$ cat src/core/lp_cycle_pkg.sv
// constants, field layouts and carriers of the light and proximity cycle control block
// assumes a byte-wide register port driven by a serial front end outside this block
`default_nettype none
package lp_cycle_pkg;
	// ****************************************
	// register map
	// ****************************************
	localparam logic [4:0] ADDR_CONTROL = 5'h00;
	localparam logic [4:0] ADDR_LIGHT_TIME = 5'h01;
	localparam logic [4:0] ADDR_PROX_TIME = 5'h02;
	localparam logic [4:0] ADDR_WAIT = 5'h03;
	localparam logic [4:0] ADDR_LIGHT_LOW_LSB = 5'h04;
	localparam logic [4:0] ADDR_LIGHT_LOW_MSB = 5'h05;
	localparam logic [4:0] ADDR_LIGHT_HIGH_LSB = 5'h06;
	localparam logic [4:0] ADDR_LIGHT_HIGH_MSB = 5'h07;
	localparam logic [4:0] ADDR_PROX_LOW_LSB = 5'h08;
	localparam logic [4:0] ADDR_PROX_LOW_MSB = 5'h09;
	localparam logic [4:0] ADDR_PROX_HIGH_LSB = 5'h0A;
	localparam logic [4:0] ADDR_PROX_HIGH_MSB = 5'h0B;
	localparam logic [4:0] ADDR_CONFIG = 5'h0D;
	// ****************************************
	// fields and reset values
	// ****************************************
	localparam int BIT_RESERVED = 7;
	localparam int BIT_SLEEP_AFTER_IRQ = 6;
	localparam int BIT_PROX_IRQ_MASK = 5;
	localparam int BIT_LIGHT_IRQ_MASK = 4;
	localparam int BIT_WAIT_ENABLE = 3;
	localparam int BIT_PROX_FUNCTION_ON = 2;
	localparam int BIT_LIGHT_FUNCTION_ON = 1;
	localparam int BIT_OSCILLATOR_POWER = 0;
	localparam int BIT_LONG_WAIT_SELECT = 1;
	localparam logic [7:0] RST_CONTROL = 8'h00;
	localparam logic [7:0] RST_TIME = 8'hFF;
	localparam logic [7:0] RST_LIMIT = 8'h00;
	localparam logic [7:0] RST_CONFIG = 8'h00;
	localparam logic [7:0] CONFIG_WRITE_MASK = 8'h07;
	// ****************************************
	// special-function commands
	// ****************************************
	localparam logic [4:0] CMD_CLEAR_PROX = 5'h05;
	localparam logic [4:0] CMD_CLEAR_LIGHT = 5'h06;
	localparam logic [4:0] CMD_CLEAR_BOTH = 5'h07;
	// ****************************************
	// timing
	// ****************************************
	localparam real STEP_TIME_NS = 2730000.0;
	localparam real CLOCK_PERIOD_NS = 25.0;
	localparam int STEP_CYCLES = int'(STEP_TIME_NS / CLOCK_PERIOD_NS);
	localparam int LONG_WAIT_FACTOR = 12;
	localparam logic [16:0] LIGHT_COUNT_PER_STEP = 17'h00400;
	localparam logic [16:0] LIGHT_COUNT_MAX = 17'h0FFFF;
	localparam logic [15:0] PROX_COUNT_MAX = 16'h03FF;

	typedef enum logic [2:0] {ST_SLEEP, ST_PROX, ST_WAIT, ST_LIGHT, ST_END} cycle_state_t;

	typedef struct packed {
		logic write;
		logic read;
		logic command;
		logic [4:0] addr;
		logic [7:0] data;
	} reg_req_t;

	typedef struct packed {
		logic [15:0] channel_zero_result;
		logic [15:0] prox_result;
	} sense_result_t;
endpackage
`default_nettype wire

$ cat src/core/lp_step_timer.sv
// counts whole timer steps while the oscillator runs
// assumes a single clock; the caller holds i_run low outside timed phases, which clears the timer
`timescale 1ns/1ps
`default_nettype none
module lp_step_timer
	import lp_cycle_pkg::*;
(
	input wire logic i_core_clk,
	input wire logic i_rst,
	input wire logic i_run,
	input wire logic i_long,
	output logic o_step
);
	typedef struct packed {
		logic [17:0] tick;
		logic [3:0] rep;
		logic step;
	} timer_state_t;
	timer_state_t s_q, s_d;
	localparam logic [17:0] TICK_LAST = 18'(STEP_CYCLES - 1);
	localparam logic [3:0] REP_LAST = 4'(LONG_WAIT_FACTOR - 1);

	always_comb begin
		s_d = s_q;
		s_d.step = 1'b0;
		if (!i_run) begin
			s_d.tick = '0;
			s_d.rep = '0;
		end else if (s_q.tick == TICK_LAST) begin
			s_d.tick = '0;
			// long steps are twelve base steps back to back
			if (!i_long || s_q.rep == REP_LAST) begin
				s_d.rep = '0;
				s_d.step = 1'b1;
			end else begin
				s_d.rep = s_q.rep + 4'h1;
			end
		end else begin
			s_d.tick = s_q.tick + 18'h00001;
		end
	end

	always_ff @(posedge i_core_clk or posedge i_rst) begin
		if (i_rst) begin
			s_q <= '0;
		end else begin
			s_q <= s_d;
		end
	end

	assign o_step = s_q.step;
endmodule // lp_step_timer
`default_nettype wire

$ cat src/core/lp_cycle_control.sv
// register file, measurement cycle sequencer and threshold interrupts
// assumes the serial front end hands over decoded byte accesses, one per cycle
// and that results arrive from the converters at the end of each phase
`timescale 1ns/1ps
`default_nettype none
module lp_cycle_control
	import lp_cycle_pkg::*;
(
	input wire logic i_core_clk,
	input wire logic i_rst,
	input wire reg_req_t i_req,
	input wire sense_result_t i_result,
	output logic [7:0] o_rdata,
	output logic o_irq,
	output logic o_oscillator_on,
	output logic o_prox_active,
	output logic o_light_active,
	output logic o_wait_active,
	output logic [16:0] o_light_max_count
);
	// ****************************************
	// state
	// ****************************************
	typedef struct packed {
		logic [7:0] control;
		logic [7:0] light_time;
		logic [7:0] prox_time;
		logic [7:0] wait_time;
		logic [7:0] config_reg;
		logic [15:0] light_low;
		logic [15:0] light_high;
		logic [15:0] prox_low;
		logic [15:0] prox_high;
		cycle_state_t phase;
		logic [8:0] steps;
		logic prox_irq;
		logic light_irq;
		logic irq_in_cycle;
		logic [7:0] rdata;
		logic irq;
		logic [16:0] light_max;
		logic [2:0] active;
	} ctrl_state_t;
	ctrl_state_t s_q, s_d;
	logic step;
	logic timer_run;

	// number of steps held in a time register: 256 minus the value
	function automatic logic [8:0] steps_of(input logic [7:0] v);
		steps_of = 9'h100 - {1'b0, v};
	endfunction

	function automatic logic [15:0] pair_set(input logic [15:0] old, input logic upper, input logic [7:0] b);
		pair_set = upper ? {b, old[7:0]} : {old[15:8], b};
	endfunction

	function automatic logic outside(input logic [15:0] v, input logic [15:0] lo, input logic [15:0] hi);
		outside = (v < lo) || (v > hi);
	endfunction

	// next phase after the one ending; skipped functions are passed over
	function automatic cycle_state_t next_after(input cycle_state_t p, input logic [7:0] c);
		next_after = ST_END;
		case (p)
			ST_SLEEP: begin
				if (c[BIT_PROX_FUNCTION_ON]) begin
					next_after = ST_PROX;
				end else if (c[BIT_WAIT_ENABLE]) begin
					next_after = ST_WAIT;
				end else if (c[BIT_LIGHT_FUNCTION_ON]) begin
					next_after = ST_LIGHT;
				end
			end
			ST_PROX: begin
				if (c[BIT_WAIT_ENABLE]) begin
					next_after = ST_WAIT;
				end else if (c[BIT_LIGHT_FUNCTION_ON]) begin
					next_after = ST_LIGHT;
				end
			end
			ST_WAIT: begin
				if (c[BIT_LIGHT_FUNCTION_ON]) begin
					next_after = ST_LIGHT;
				end
			end
			default: next_after = ST_END;
		endcase
	endfunction

	function automatic logic [8:0] phase_len(input cycle_state_t p, input ctrl_state_t s);
		case (p)
			ST_PROX: phase_len = steps_of(s.prox_time);
			ST_WAIT: phase_len = steps_of(s.wait_time);
			ST_LIGHT: phase_len = steps_of(s.light_time);
			default: phase_len = 9'h001;
		endcase
	endfunction

	// ****************************************
	// step timer
	// ****************************************
	// runs from the edge that enters a timed phase, so a phase is whole steps with no extra cycle
	assign timer_run = s_d.control[BIT_OSCILLATOR_POWER] && (s_d.phase == ST_PROX || s_d.phase == ST_WAIT ||
		s_d.phase == ST_LIGHT);

	lp_step_timer u_timer (
		.i_core_clk(i_core_clk),
		.i_rst(i_rst),
		.i_run(timer_run),
		.i_long(s_q.phase == ST_WAIT && s_q.config_reg[BIT_LONG_WAIT_SELECT]),
		.o_step(step)
	);

	// ****************************************
	// next state
	// ****************************************
	always_comb begin
		logic [18:0] lmax;
		logic set_prox;
		logic set_light;
		logic clr_prox;
		logic clr_light;
		cycle_state_t nxt;
		lmax = '0;
		set_prox = 1'b0;
		set_light = 1'b0;
		clr_prox = 1'b0;
		clr_light = 1'b0;
		nxt = ST_END;
		s_d = s_q;

		// register writes and reads
		if (i_req.write && i_req.command) begin
			clr_prox = (i_req.addr == CMD_CLEAR_PROX) || (i_req.addr == CMD_CLEAR_BOTH);
			clr_light = (i_req.addr == CMD_CLEAR_LIGHT) || (i_req.addr == CMD_CLEAR_BOTH);
		end else if (i_req.write) begin
			if (i_req.addr == ADDR_CONTROL) begin
				s_d.control = {1'b0, i_req.data[6:0]};
			end else if (i_req.addr == ADDR_LIGHT_TIME) begin
				s_d.light_time = i_req.data;
			end else if (i_req.addr == ADDR_PROX_TIME) begin
				s_d.prox_time = i_req.data;
			end else if (i_req.addr == ADDR_WAIT) begin
				s_d.wait_time = i_req.data;
			end else if (i_req.addr == ADDR_CONFIG) begin
				s_d.config_reg = i_req.data & CONFIG_WRITE_MASK;
			end else if (i_req.addr == ADDR_LIGHT_LOW_LSB || i_req.addr == ADDR_LIGHT_LOW_MSB) begin
				s_d.light_low = pair_set(s_q.light_low, i_req.addr[0], i_req.data);
			end else if (i_req.addr == ADDR_LIGHT_HIGH_LSB || i_req.addr == ADDR_LIGHT_HIGH_MSB) begin
				s_d.light_high = pair_set(s_q.light_high, i_req.addr[0], i_req.data);
			end else if (i_req.addr == ADDR_PROX_LOW_LSB || i_req.addr == ADDR_PROX_LOW_MSB) begin
				s_d.prox_low = pair_set(s_q.prox_low, i_req.addr[0], i_req.data);
			end else if (i_req.addr == ADDR_PROX_HIGH_LSB || i_req.addr == ADDR_PROX_HIGH_MSB) begin
				s_d.prox_high = pair_set(s_q.prox_high, i_req.addr[0], i_req.data);
			end
		end

		if (i_req.read) begin
			if (i_req.addr == ADDR_CONTROL) begin
				s_d.rdata = s_q.control;
			end else if (i_req.addr == ADDR_LIGHT_TIME) begin
				s_d.rdata = s_q.light_time;
			end else if (i_req.addr == ADDR_PROX_TIME) begin
				s_d.rdata = s_q.prox_time;
			end else if (i_req.addr == ADDR_WAIT) begin
				s_d.rdata = s_q.wait_time;
			end else if (i_req.addr == ADDR_CONFIG) begin
				s_d.rdata = s_q.config_reg;
			end else if (i_req.addr == ADDR_LIGHT_LOW_LSB) begin
				s_d.rdata = s_q.light_low[7:0];
			end else if (i_req.addr == ADDR_LIGHT_LOW_MSB) begin
				s_d.rdata = s_q.light_low[15:8];
			end else if (i_req.addr == ADDR_LIGHT_HIGH_LSB) begin
				s_d.rdata = s_q.light_high[7:0];
			end else if (i_req.addr == ADDR_LIGHT_HIGH_MSB) begin
				s_d.rdata = s_q.light_high[15:8];
			end else if (i_req.addr == ADDR_PROX_LOW_LSB) begin
				s_d.rdata = s_q.prox_low[7:0];
			end else if (i_req.addr == ADDR_PROX_LOW_MSB) begin
				s_d.rdata = s_q.prox_low[15:8];
			end else if (i_req.addr == ADDR_PROX_HIGH_LSB) begin
				s_d.rdata = s_q.prox_high[7:0];
			end else if (i_req.addr == ADDR_PROX_HIGH_MSB) begin
				s_d.rdata = s_q.prox_high[15:8];
			end else begin
				s_d.rdata = 8'h00;
			end
		end

		// measurement cycle sequencer
		case (s_q.phase)
			ST_SLEEP: begin
				if (s_q.control[BIT_OSCILLATOR_POWER]) begin
					nxt = next_after(ST_SLEEP, s_q.control);
					if (nxt != ST_END) begin
						s_d.phase = nxt;
						s_d.steps = phase_len(nxt, s_q);
						s_d.irq_in_cycle = 1'b0;
					end
				end
			end
			ST_PROX, ST_WAIT, ST_LIGHT: begin
				if (!s_q.control[BIT_OSCILLATOR_POWER]) begin
					s_d.phase = ST_SLEEP;
				end else if (step && s_q.steps == 9'h001) begin
					if (s_q.phase == ST_PROX) begin
						set_prox = outside(i_result.prox_result, s_q.prox_low, s_q.prox_high);
					end
					if (s_q.phase == ST_LIGHT) begin
						set_light = outside(i_result.channel_zero_result, s_q.light_low, s_q.light_high);
						// steps times counts per step, worked out wide so 256 steps cannot wrap, then saturated
						lmax = 19'(steps_of(s_q.light_time)) * 19'(LIGHT_COUNT_PER_STEP);
						s_d.light_max = (lmax > 19'(LIGHT_COUNT_MAX)) ? LIGHT_COUNT_MAX : 17'(lmax);
					end
					nxt = next_after(s_q.phase, s_q.control);
					s_d.phase = nxt;
					s_d.steps = phase_len(nxt, s_q);
				end else if (step) begin
					s_d.steps = s_q.steps - 9'h001;
				end
			end
			default: begin
				// end of a full cycle: with sleep after interrupt set, drop power if an interrupt was raised in it
				if (s_q.control[BIT_SLEEP_AFTER_IRQ] && s_q.irq_in_cycle) begin
					s_d.control[BIT_OSCILLATOR_POWER] = 1'b0;
				end
				s_d.phase = ST_SLEEP;
			end
		endcase

		// masks gate the setting of each flag; sets win over a clear in the same cycle
		set_prox = set_prox && s_q.control[BIT_PROX_IRQ_MASK];
		set_light = set_light && s_q.control[BIT_LIGHT_IRQ_MASK];
		s_d.prox_irq = set_prox || (s_q.prox_irq && !clr_prox);
		s_d.light_irq = set_light || (s_q.light_irq && !clr_light);
		if (set_prox || set_light) begin
			s_d.irq_in_cycle = 1'b1;
		end
		s_d.irq = s_d.prox_irq || s_d.light_irq;
		s_d.active = {s_d.phase == ST_WAIT, s_d.phase == ST_LIGHT, s_d.phase == ST_PROX};
	end

	// ****************************************
	// registers
	// ****************************************
	always_ff @(posedge i_core_clk or posedge i_rst) begin
		if (i_rst) begin
			s_q <= '0;
			s_q.control <= RST_CONTROL;
			s_q.light_time <= RST_TIME;
			s_q.prox_time <= RST_TIME;
			s_q.wait_time <= RST_TIME;
			s_q.config_reg <= RST_CONFIG;
			s_q.light_low <= {RST_LIMIT, RST_LIMIT};
			s_q.light_high <= {RST_LIMIT, RST_LIMIT};
			s_q.prox_low <= {RST_LIMIT, RST_LIMIT};
			s_q.prox_high <= {RST_LIMIT, RST_LIMIT};
			s_q.phase <= ST_SLEEP;
		end else begin
			s_q <= s_d;
		end
	end

	assign o_rdata = s_q.rdata;
	assign o_irq = s_q.irq;
	assign o_oscillator_on = s_q.control[BIT_OSCILLATOR_POWER];
	assign o_prox_active = s_q.active[0];
	assign o_light_active = s_q.active[1];
	assign o_wait_active = s_q.active[2];
	assign o_light_max_count = s_q.light_max;
endmodule // lp_cycle_control
`default_nettype wire

$ cat config.mk
export PLATFORM = sky130hd
export DESIGN_NAME = lp_cycle_control
export DESIGN_NICKNAME = d
export VERILOG_FILES = /design/src/core/lp_cycle_pkg.sv /design/src/core/lp_step_timer.sv /design/src/core/lp_cycle_control.sv
export SDC_FILE = /design/constraint.sdc
export NUM_CORES = 1
export LEC_CHECK = 0
export ABC_AREA = 1
export BUFFER_PORTS_ARGS = -buffer_cell sky130_fd_sc_hd__buf_2
export CORE_MARGIN = 4
export CORE_UTILIZATION = 55
export DETAILED_ROUTE_END_ITERATION = 6
export GPL_TIMING_DRIVEN = 0
export PLACE_DENSITY = 0.74
export SLEW_MARGIN = 15
export SYNTH_ARGS = -nofsm -noshare
export SYNTH_HDL_FRONTEND = slang
export SYNTH_HIERARCHICAL = 1
export SYNTH_SLANG_ARGS = --single-unit
export TNS_END_PERCENT = 1
$ cat constraint.sdc
create_clock -name i_core_clk -period 3.7 [get_ports i_core_clk]
set_input_delay 0.555 -clock i_core_clk [delete_from_list [all_inputs] [get_ports i_core_clk]]
set_output_delay 0.555 -clock i_core_clk [all_outputs]
set_load 0.01 [all_outputs]
; ---- After elaboration in Yosys (flattened, before gate mapping)
; Cells that the tools add are included.
[word_totals]
regBits = 165
inputBits = 50
output_inout_bits = 30
word_cells = 209
[classes]
n_addsub = 6
order_cmp = 5
eq_ne = 33
n_mux = 79
bitwise_logic = 10
n_reduce_logical = 50
[op_table]
columns = cell, count
row1 = $mux 97, 2
row2 = $mux 16, 9
row3 = $mux 8, 16
row4 = $mux 96, 1
row5 = $mux 88, 1
row6 = $mux 80, 1
row7 = $mux 67, 1
row8 = $mux 64, 1
row9 = $pmux 9 s3, 2
row10 = $mux 48, 1
row11 = $mux 3, 11
row12 = $gt 16x16->1, 2
row13 = $lt 16x16->1, 2
row14 = $mux 32, 1
row15 = $mux 9, 3
row16 = $sub 9x8->9 const A, 3
row17 = $eq 5x4->1 const B, 5
row18 = $eq 3x2->1 const B, 8
row19 = $mux 12, 2
row20 = $reduce_and 12->1, 2
row21 = $mux 22, 1
row22 = $reduce_and 11->1, 2
row23 = $eq 5x3->1 const B, 4
row24 = $reduce_and 10->1, 2
row25 = 36 further kinds, 100

; ---- Longest topological paths before layout
; Gate-level depths: netlist of run 1.
[depth]
word_depth = 17
depth_mapped = 16

; ---- Cells and area by module
; The synthesis of run 1 kept the hierarchy.
[by_module_without_submodules]
columns = mod, instances, cells_each, area_per_inst_um2, seq_area_each_um2
row1 = lp_cycle_control, 1, 1206, 8991.1, 3358.2
row2 = lp_step_timer, 1, 173, 1328.8, 575.6

; ---- Worst setup path after synthesis of run 1
; No wires, ideal clock.
[synth_timing]
path_kind = input-to-reg
from = in i_req[11] (netlist bit)
to = reg u_timer/s_q[1] (netlist bit)
setup_time_ps = 65
t_arrival_ps = 2381
path_slack_ps = 1254
stages = 11
path_buffers = 1
cell_sequence = nor2_2 inv_2 nor3_4 a21oi_1 a311oi_1 o21a_1 buf_4 clkinv_1 nor2_1 nand4_1 nand2_1
[synth_lines]
columns = item, line
row1 = start: declaration, lp_cycle_control.sv:11  ; input wire reg_req_t i_req,
row2 = end signal: assignment, lp_step_timer.sv:45  ; s_q <= '0;
row3 = end signal: assignment, lp_step_timer.sv:47  ; s_q <= s_d;
row4 = end: declaration, lp_step_timer.sv:19  ; timer_state_t s_q, s_d;

==> results of run 1 <==
## per-layer routing
layer | vias up | wire (µm) | GRT usage [%] | part of all wire (%)
met5 | - | 0 | 0 | 0
met4 | 0 | 690 | 7.93 | 2.4
met3 | 58 | 2280 | 4.33 | 7.9
met2 | 420 | 13000 | 42.8 | 45
met1 | 4560 | 12800 | 39.0 | 45
li1 | 4720 | - | - | -
## layout make-up
cell class | count | area [µm²] | share of cell area [%]
Timing Repair Buffer | 83 | 483 | 4.13
Clock buffer | 18 | 439 | 3.76
Sequential cell | 156 | 3930 | 33.7
Inverter | 199 | 753 | 6.44
Clock inverter | 14 | 158 | 1.35
Multi-Input combinational cell | 973 | 5320 | 45.5
Tap cell | 229 | 287 | 2.45
Buffer | 51 | 320 | 2.74
## layout by cell type (no fill, tap or decap), drive strengths merged, types with 5 or more instances in the layout
master,synthesis,layout
clkinv,2,6
buf,31,114
inv,197,202
dfstp,24,24
nand3,69,69
xor2,16,16
nor3,13,13
nand2,355,355
o22ai,5,5
a221oi,5,5
nand3b,5,5
nand4,28,28
o21ai,152,152
xnor2,5,5
a21oi,64,64
o22a,6,6
ha,69,69
clkbuf,20,38
dfrtp,132,132
o211ai,12,12
a21boi,7,7
nor2,130,130
## worst max path at each step
stage,startpoint,endpoint,depth (start not counted)
floorplan,i_req[11],u_timer/s_q[1]$_DFFE_PP0P_,11
global placement,i_req[11],u_timer/s_q[4]$_DFFE_PP0P_,12
detailed placement,i_req[11],u_timer/s_q[4]$_DFFE_PP0P_,12
CTS,i_req[11],u_timer/s_q[4]$_DFFE_PP0P_,12
global route,i_req[11],u_timer/s_q[2]$_DFFE_PP0P_,12
finish,i_req[11],u_timer/s_q[4]$_DFFE_PP0P_,12
## power breakdown
part / internal [mW] / switching [mW] / total, mW
combinational: 0.566 / 1.03 / 1.59
sequential: 1.98 / 0.225 / 2.20
clock: 1.03 / 0.766 / 1.79
total: 3.57 / 2.02 / 5.59
## state kept, by name, summed over array words and instances, names as in the netlist
| register | count |
|---|---|
| o_rdata | 8 |
| o_irq | 1 |
| s_q | 112 |
| o_oscillator_on | 1 |
| o_light_active | 1 |
| o_light_max_count | 8 |
| o_wait_active | 1 |
| u_timer/s_q | 22 |
| u_timer/o_step | 1 |
| o_prox_active | 1 |
## cells by family after synthesis
kind of cell	after synthesis	share of synthesized area, %
AOI/OAI and AO/OA	274	15.1
xor gates and xnor gates	21	1.78
adders and majority gates	69	8.37
buffers and inverters	250	10.4
DFF	156	38.1
and+or+nand+nor	609	26.2
## metrics by stage
stage	hold WS, ps	utilization [%]	total power [mW]	worst slack, ps	cell area, µm²
6_report	98.0	64.2	5.59	895	11700
5_1_grt	118	64.2	5.93	627	11700
4_1_cts	102	64.2	5.58	895	11700
3_5_place_dp	467	60.9	3.79	496	11100
3_3_place_gp	457	60.4	3.74	501	11000
2_1_floorplan	437	-	3.30	1250	10300
==> results summary, run 1 <==
The flow ran to the end, and the final reports show no timing, DRC or antenna violations. The worst-case reg-to-reg path depth came out at 15. Ranked by total cell area, the synthesized netlist is headed by sky130_fd_sc_hd__dfrtp_1 32%, sky130_fd_sc_hd__nand2_1 12%, sky130_fd_sc_hd__ha_1 8.4%, sky130_fd_sc_hd__inv_1 7.0%, sky130_fd_sc_hd__dfstp_2 6.1%.

The register-to-register setup slack came out at 950 ps. Derived from the worst setup path, the maximum achievable clock frequency is about 360 MHz. For this run, the leading register cell type out of synthesis is sky130_fd_sc_hd__dfrtp_1. Summed over all instances, the cell type with the most area after synthesis is sky130_fd_sc_hd__dfrtp_1. The cell with the largest stage delay on the worst path is sky130_fd_sc_hd__nor3_4.

The largest net degree at the start of global routing is 36. Buffers placed on the I/O ports in this run total 79. The max-slew violation count came to 0. The maximum single-stage delay on the critical path is between 400 and 500 ps. The total via count after detailed routing is just under 10000. The horizontal extent of the die came out at around 140 µm. TritonCTS built the clock tree. The first-pass iteration count of the detailed router came out at 6. Setup total negative slack on the finished layout was measured at 0 ps. The worst setup path is launched from an input port. The CTS buffer count is 17. The fraction of registers with async set/reset is 100%. The clock tree root buffer cell is sky130_fd_sc_hd__clkbuf_16.

The count of final hold-check violations is 0. The number of buffers and inverters on the critical path came out at 4. The core region area is about 0.018 mm². Synthesis produced a netlist with a net count of approximately 1500. After technology mapping, the gate count stands at between 1000 and 1500. The category of the most critical setup path is in2reg. The post-layout instance count excluding filler cells is 1723. The clock latency at the later pin of the worst-skew pair is 430 ps.

The layout cell share with drive strength beyond 1 came out at between 10% and 20%. The chip height came out at between 100 and 150 µm. After the first detailed-routing iteration, the DRC count stood at around 1000.

The arrival time at the worst endpoint is between 3000 and 4000 ps. The total I/O pin count came out at 80. The clock tree skew after final layout came out at slightly above 9 ps. The clock drives about 160 sinks.

The overflow left after global routing came out at 0. The cell area after technology mapping came out at roughly 0.010 mm². The transition at the pin with the smallest max-transition slack came out at slightly above 900 ps. The register bit total from synthesis is roughly 160. IR analysis of the VDD net gives a maximum drop of ~0.36 mV. The required time of the critical path came out at 4070 ps. The number of cell rows is between 40 and 50. The tool flagged a number of max-cap violations equal to 0. The number of setup buffers added after CTS is 0. For this configuration, the core starts out at a cell density of between 50% and 60%. The number of global-route vias before repair came to ~9000. The total power per unit cell area is 478 mW/mm². STA classifies the critical path endpoint as a flop. The worst slew margin relative to its limit came out at 38.9%.

The count of warnings emitted by yosys is 6. The standby leakage power came out at between 5 and 6 nW. The final number of setup-violating endpoints is 0.

Counting instances in the post-synthesis netlist gives the leading cell types as 342 x sky130_fd_sc_hd__nand2_1, 192 x sky130_fd_sc_hd__inv_1, 132 x sky130_fd_sc_hd__dfrtp_1. After layout, the worst path uses 75.8% of the clock period. The number of antenna violations at the first check in global routing is 0. The CTS clock-pin slew for the worst setup and hold paths came out at about 70 ps. Hold repair after CTS inserted 0 buffers.

The number of levels the H-tree was split into came out at 4. Using the TritonRoute via totals, the vias-per-cell ratio works out to about 5.7. The total placed cells including tap cells came out at approximately 1700. The most frequent cell after synthesis is sky130_fd_sc_hd__nand2_1. The clock period minus worst slack is about 2800 ps. The full die area is 0.0210 mm². The overall track demand over capacity in global routing is ~27%. After detailed routing, the number of remaining DRC violations is 0. The count of nets left with antenna violations after detail routing came out at 0. The number of gates resized after CTS came out at 0.

The layout filler cell count came out at between 1500 and 2000. The average cell area after synthesis is between 7 and 8 µm². Traced cell by cell, the critical path runs through buf_2, nor2_2, inv_2, nor3_4, a21oi_1, a311oi_1, o21a_1, buf_4, clkinv_1, nor2_1, nand4_1, nand2_1. The first global-routing pass estimated approximately 47000 µm of wire. The startpoint identified for the worst register-to-register timing path is s_q[143]$_DFFE_PP0P_. The sequential-to-total area share from yosys stat came out at 38.1%.

At the end of the flow, the number of nets in the layout was 1600. Of all nets on the critical path, the largest fanout is 9. The top cell type's share of synthesized area is between 30 and 40%. The placer's final routability congestion estimate came out at between 1 and 1.5. The count of cell types in the netlist is between 50 and 60. The worst hold path belongs to the class in2async. Compared with the post-synthesis result, the final layout area differs by 13.3%.

In this run, synthesis inferred 0 flip-flops with an integrated enable. The routed wire length came out at 28800 µm. The number of antenna diodes in the final layout is 0.

Setup repair after global routing left no endpoint under its margin. The critical register-to-register path endpoint is u_timer/s_q[4]$_DFFE_PP0P_. The HPWL after detailed placement came out at ~22000 µm. The routed wirelength normalized by instance count is around 17 µm.

The worst-case clock buffer depth is 2. The cell family contributing the most delay on the critical path is simple AND/OR/NAND/NOR gates.
No activity file was read; power rests on OpenSTA's default activity.
==> run 2, diff against run 1 <==
--- a/config.mk
+++ b/config.mk
@@ -5,13 +5,13 @@
 export SDC_FILE = /design/constraint.sdc
 export NUM_CORES = 1
 export LEC_CHECK = 0
-export ABC_AREA = 1
+export ABC_AREA = 0
 export BUFFER_PORTS_ARGS = -buffer_cell sky130_fd_sc_hd__buf_2
 export CORE_MARGIN = 4
 export CORE_UTILIZATION = 55
 export DETAILED_ROUTE_END_ITERATION = 6
 export GPL_TIMING_DRIVEN = 0
-export PLACE_DENSITY = 0.74
+export PLACE_DENSITY = 0.71
 export SLEW_MARGIN = 15
 export SYNTH_ARGS = -nofsm -noshare
 export SYNTH_HDL_FRONTEND = slang
==> constraint.sdc (replaced) <==
create_clock -name i_core_clk -period 2.71 [get_ports i_core_clk]
set_input_delay 0.4065 -clock i_core_clk [delete_from_list [all_inputs] [get_ports i_core_clk]]
set_output_delay 0.4065 -clock i_core_clk [all_outputs]
set_load 0.01 [all_outputs]
==> results summary, run 2 <==
The flip-flop count of the largest register, all copies and words added is 112 (unchanged). The proportion of power drawn by the clock network is 32.6% (was 32.1%). The number of global-route vias before repair was 8194 (was 9111). The worst slew margin relative to its limit came out at 25.0% (was 38.9%). The layout cell share with drive strength beyond 1 came out at 25.7% (was 14.9%). The clock tree skew after final layout is 11.1 ps (was 9.20 ps). The clock period minus worst slack came out at about 2700 ps. The overall track demand over capacity in global routing was 28.3% (was 27.1%). The total nets after synthesis is 1188 (was 1498). The transition at the pin with the smallest max-transition slack was 1110 ps (was 917 ps). The most frequent cell after synthesis is sky130_fd_sc_hd__dfrtp_1 (was sky130_fd_sc_hd__nand2_1). The cts-stage hold buffer count came out at 0 (unchanged).

The average cell area after synthesis came to 9.52 µm² (was 7.48 µm²). The layout net count came to 1296 (was 1600). The overflow left after global routing is 0 (unchanged).

The leading area contributor after synthesis was sky130_fd_sc_hd__dfrtp_1 (unchanged). The worst-case clock buffer depth is 2 (unchanged). The synthesized-area fraction occupied by adder cells came to 8.48% (was 8.37%). The switching power total came out at 2.42 mW (was 2.02 mW). The number of DRC markers after the initial detailed-route iteration is 813 (was 997). The sequential-to-total area share from yosys stat is 38.6% (was 38.1%). The first-pass GRT wire length is 45100 µm (was 46500 µm). The commonest non-fill, non-tap cell in the layout is sky130_fd_sc_hd__dfrtp_1 (was sky130_fd_sc_hd__nand2_1). The startpoint type of the worst setup path is a flop (was input port).

The max capacitance violation total is 0 (unchanged). The number of synthesized flops with an enable pin is 0 (unchanged). Top flop regs: s_q x112, u_timer/s_q x22 (unchanged).

The sum of met2 wire segment lengths after detailed routing is 13000 µm (unchanged). The CTS clock-pin slew for the worst setup and hold paths came out at 70 ps (about the same). The first-pass iteration count of the detailed router is 5 (was 6).

The initial standard-cell utilization of the core is 56.3% (was 56.7%). The residual DRC count came out at 0 (unchanged). The part of the total power dissipated in combinational logic came to 25.4% (was 28.5%).

The worst ir drop on vdd came out at 0.464 mV (was 0.361 mV). The xor and xnor area share after synthesis is 3.10% (was 1.78%). The max-slew violation count was 0 (unchanged). Result of the run: finished with violations (was complete, no violations). The wire length on met1 is 12900 µm (was 12800 µm). The portion of the clock cycle consumed by the worst path in the final layout is 100%. The internal portion of total power came out at 4.79 mW (was 3.57 mW). The routed wire length came out at 29000 µm (was 28800 µm). The CTS buffer count came out at 17 (unchanged). The fraction of power spent switching nets is 33.6% (was 36.1%). The fraction of power consumed by sequential logic came out at 42.0% (was 39.4%). The total power is 7.21 mW (was 5.59 mW). The number of clock sinks was 156 (unchanged).

The full die area is 0.0208 mm² (was 0.0210 mm²). The cell area after technology mapping came out at 0.0102 mm² (was 0.0103 mm²). The fraction of the core area covered by cells at the end of the flow came out at 64.3% (was 64.2%). The least setup slack across all paths after layout is -1.38 ps (was 895 ps).

The largest net degree at the start of global routing is 37 (was 36). The clock latency at the later pin of the worst-skew pair came out at 430 ps (about the same). The required time of the critical path came to 3060 ps (was 4070 ps). The total I/O pin count is 80 (unchanged). The complex-gate fraction of the synthesized area came out at 16.0% (was 15.1%). The standby leakage power came to 5.31 nW (was 5.71 nW). The fraction of registers with async set/reset is 100% (unchanged). The number of antenna violations at the first check in global routing came to 0 (unchanged). The clock tree root buffer cell is sky130_fd_sc_hd__clkbuf_16 (unchanged).

The path class of the lowest-slack min-delay path is in2async (unchanged). The top cell type's share of synthesized area came out at 32.4% (was 32.0%). The top routing layer in use is met4 (unchanged).

The count of cell types in the netlist came out at 89 (was 53). The detailed-routed wire length on met3 came out at 2170 µm (was 2280 µm). The core region area came out at 0.0181 mm² (was 0.0182 mm²). The top register by number of flip-flops is s_q (unchanged). The chip height is 144 µm (was 145 µm). The multiplexer share of the synthesized area is 10.5% (was 0%). The prevailing post-synth register cell was sky130_fd_sc_hd__dfrtp_1 (unchanged). The number of cell rows is 49 (unchanged). The arrival time at the worst endpoint came out at 3060 ps (was 3180 ps). Area contributors post-synth: sky130_fd_sc_hd__dfrtp_1 32%, sky130_fd_sc_hd__mux2_2 8.6%, sky130_fd_sc_hd__ha_1 8.5%, sky130_fd_sc_hd__dfstp_2 6.2%, sky130_fd_sc_hd__inv_1 3.5% (was sky130_fd_sc_hd__dfrtp_1 32%, sky130_fd_sc_hd__nand2_1 12%, sky130_fd_sc_hd__ha_1 8.4%, sky130_fd_sc_hd__inv_1 7.0%, sky130_fd_sc_hd__dfstp_2 6.1%).

The highest clock frequency the design can meet came out at about 370 MHz. Most frequent cells after synthesis: 132 x sky130_fd_sc_hd__dfrtp_1, 94 x sky130_fd_sc_hd__inv_1, 88 x sky130_fd_sc_hd__nand2_1 (was 342 x sky130_fd_sc_hd__nand2_1, 192 x sky130_fd_sc_hd__inv_1, 132 x sky130_fd_sc_hd__dfrtp_1). The total power per unit cell area was 620 mW/mm² (was 478 mW/mm²).

The clock tree from TritonCTS is built (unchanged). The count of warnings emitted by yosys is 6 (unchanged). The count of inserted antenna diode cells came out at 0 (unchanged).

The critical path endpoint category is a flop (unchanged). The count of final hold-check violations is 0 (unchanged). The routed wirelength normalized by instance count is 20.4 µm (was 16.7 µm). The register bit total from synthesis is 156 (unchanged).

The placer's final routability congestion estimate is 0.972 (was 1.01). The number of standard cells after synthesis is 1069 (was 1379). RSZ-0062 raised after global routing: yes (was no). The category of the most critical setup path was reg2reg (was in2reg). Most used cells in the layout excluding fill and tap cells: 130 x sky130_fd_sc_hd__dfrtp_1, 93 x sky130_fd_sc_hd__inv_1, 91 x sky130_fd_sc_hd__buf_2 (was 342 x sky130_fd_sc_hd__nand2_1, 191 x sky130_fd_sc_hd__inv_1, 132 x sky130_fd_sc_hd__dfrtp_1). The HPWL after detailed placement is 22000 µm (was 22200 µm). The number of buffers added on ports is 79 (unchanged). The horizontal extent of the die was 144 µm (was 145 µm). The basic-gate share of the synthesized area counting and, or, nand and nor cells came out at 16.1% (was 26.2%). The count of nets left with antenna violations after detail routing is 0 (unchanged). The register-to-register setup slack came out at -1 ps (was 950 ps). The total via count after detailed routing came out at 8704 (was 9758). The synthesis-to-finish area growth came out at 14.2% (was 13.3%). The ratio of routed vias to standard cells came out at 6.13 (was 5.66).

The final reports fail on setup timing. The combinational family with the most area after synthesis is simple AND/OR/NAND/NOR gates (unchanged). The final number of setup-violating endpoints came to 1 (was 0).

The critical-path maximum fanout came out at 4 (was 9). The number of levels the H-tree was split into is 4 (unchanged).
[run 2: cell types whose count changed after synthesis, sizes merged, moves of 13 or more]
cell	change
o21ai	-83
inv	-101
nand2	-267
a21o	+18
mux2	+78
xnor2	+14
nand3	-46
nor2	-65
nor3	+13
[run 2: critical path, cell delays in order, from the launching register on]
cell and delay [ps]:
sky130_fd_sc_hd__dfrtp_1 420, sky130_fd_sc_hd__or4b_4 600, sky130_fd_sc_hd__nor3_4 230, sky130_fd_sc_hd__o21ai_0 120, sky130_fd_sc_hd__a221o_1 390, sky130_fd_sc_hd__a21oi_2 200
sky130_fd_sc_hd__nand3b_1 150, sky130_fd_sc_hd__or3_4 390, sky130_fd_sc_hd__mux2i_1 140
[run 2: power by group through the flow]
| stage | clock, mW | sequential [mW] | combinational [mW] |
|---|---|---|---|
| 2_1_floorplan | 0 | 2.93 | 1.29 |
| 5_1_grt | 2.48 | 3.06 | 2.04 |
| 3_5_place_dp | 0 | 3.05 | 1.77 |
| 4_1_cts | 2.37 | 3.01 | 1.80 |
| 3_3_place_gp | 0 | 3.04 | 1.72 |
| 6_report | 2.35 | 3.03 | 1.83 |
[run 2: metrics by stage]
stage / hold WS [ps] / TNS (ps) / instance area (µm²) / worst slack (ps) / cells
finish: 106 / -1.38 / 11600 / -1.38 / 1419
global route: 148 / -179 / 11600 / -65.6 / 1419
CTS: 125 / 0 / 11600 / 4.98 / 1416
detailed placement: 477 / -18690 / 10900 / -1000 / 1380
global placement: 473 / -40140 / 10900 / -925 / 1377
floorplan: 408 / 0 / 10200 / 82.9 / 1069
[run 2: area by class of cell]
type | count | area, µm²
sequential | 156 | 3940
clock inverter | 10 | 105
timing repair buffer | 89 | 508
fill | 1521 | 6460
clock buffer | 22 | 464
multi-input combinational | 749 | 5590
buffer | 68 | 377
tap | 229 | 287
inverter | 96 | 364
[run 2: layer usage]
layer  global-route usage (%)  vias to the layer above
li1                         -                     4067
met1                     40.2                     4252
met2                     42.9                      316
met3                     6.25                       69
met4                     10.1                        0
met5                        0                        -
[run 2: repair_timing]
| action | CTS | global route |
|---|---|---|
| endpoints found under the setup margin | 23 | 7 |
| resized for setup | 7 | 9 |
| pin swaps | 4 | 6 |
| buffers inserted | 4 | 3 |
[run 2: cell families (layout without fill, tap and decap cells)]
| family | after synthesis | in the layout |
|---|---|---|
| adders and majority gates | 69 | 69 |
| and+or+nand+nor | 305 | 305 |
| xor gates and xnor gates | 36 | 36 |
| DFF | 156 | 156 |
| buffers and inverters | 164 | 285 |
| AOI/OAI and AO/OA | 247 | 247 |
| muxes | 92 | 92 |
[run 2: worst paths after layout]
| kind | startpoint | end | depth (start not counted) |
|---|---|---|---|
| max in group asynchronous | i_rst | s_q[96]$_DFFE_PP0P_ | 4 |
| max reg2reg | s_q[40]$_DFFE_PP0P_ | u_timer/s_q[1]$_DFFE_PP0P_ | 8 |
| max | s_q[40]$_DFFE_PP0P_ | u_timer/s_q[1]$_DFFE_PP0P_ | 8 |
| min | i_rst | s_q[33]$_DFFE_PP0P_ | 2 |
| min in group i_core_clk | i_req[7] | s_q[139]$_DFFE_PP1P_ | 2 |
| min reg2reg | o_light_max_count[16]$_DFFE_PP0P_ | o_light_max_count[16]$_DFFE_PP0P_ | 1 |
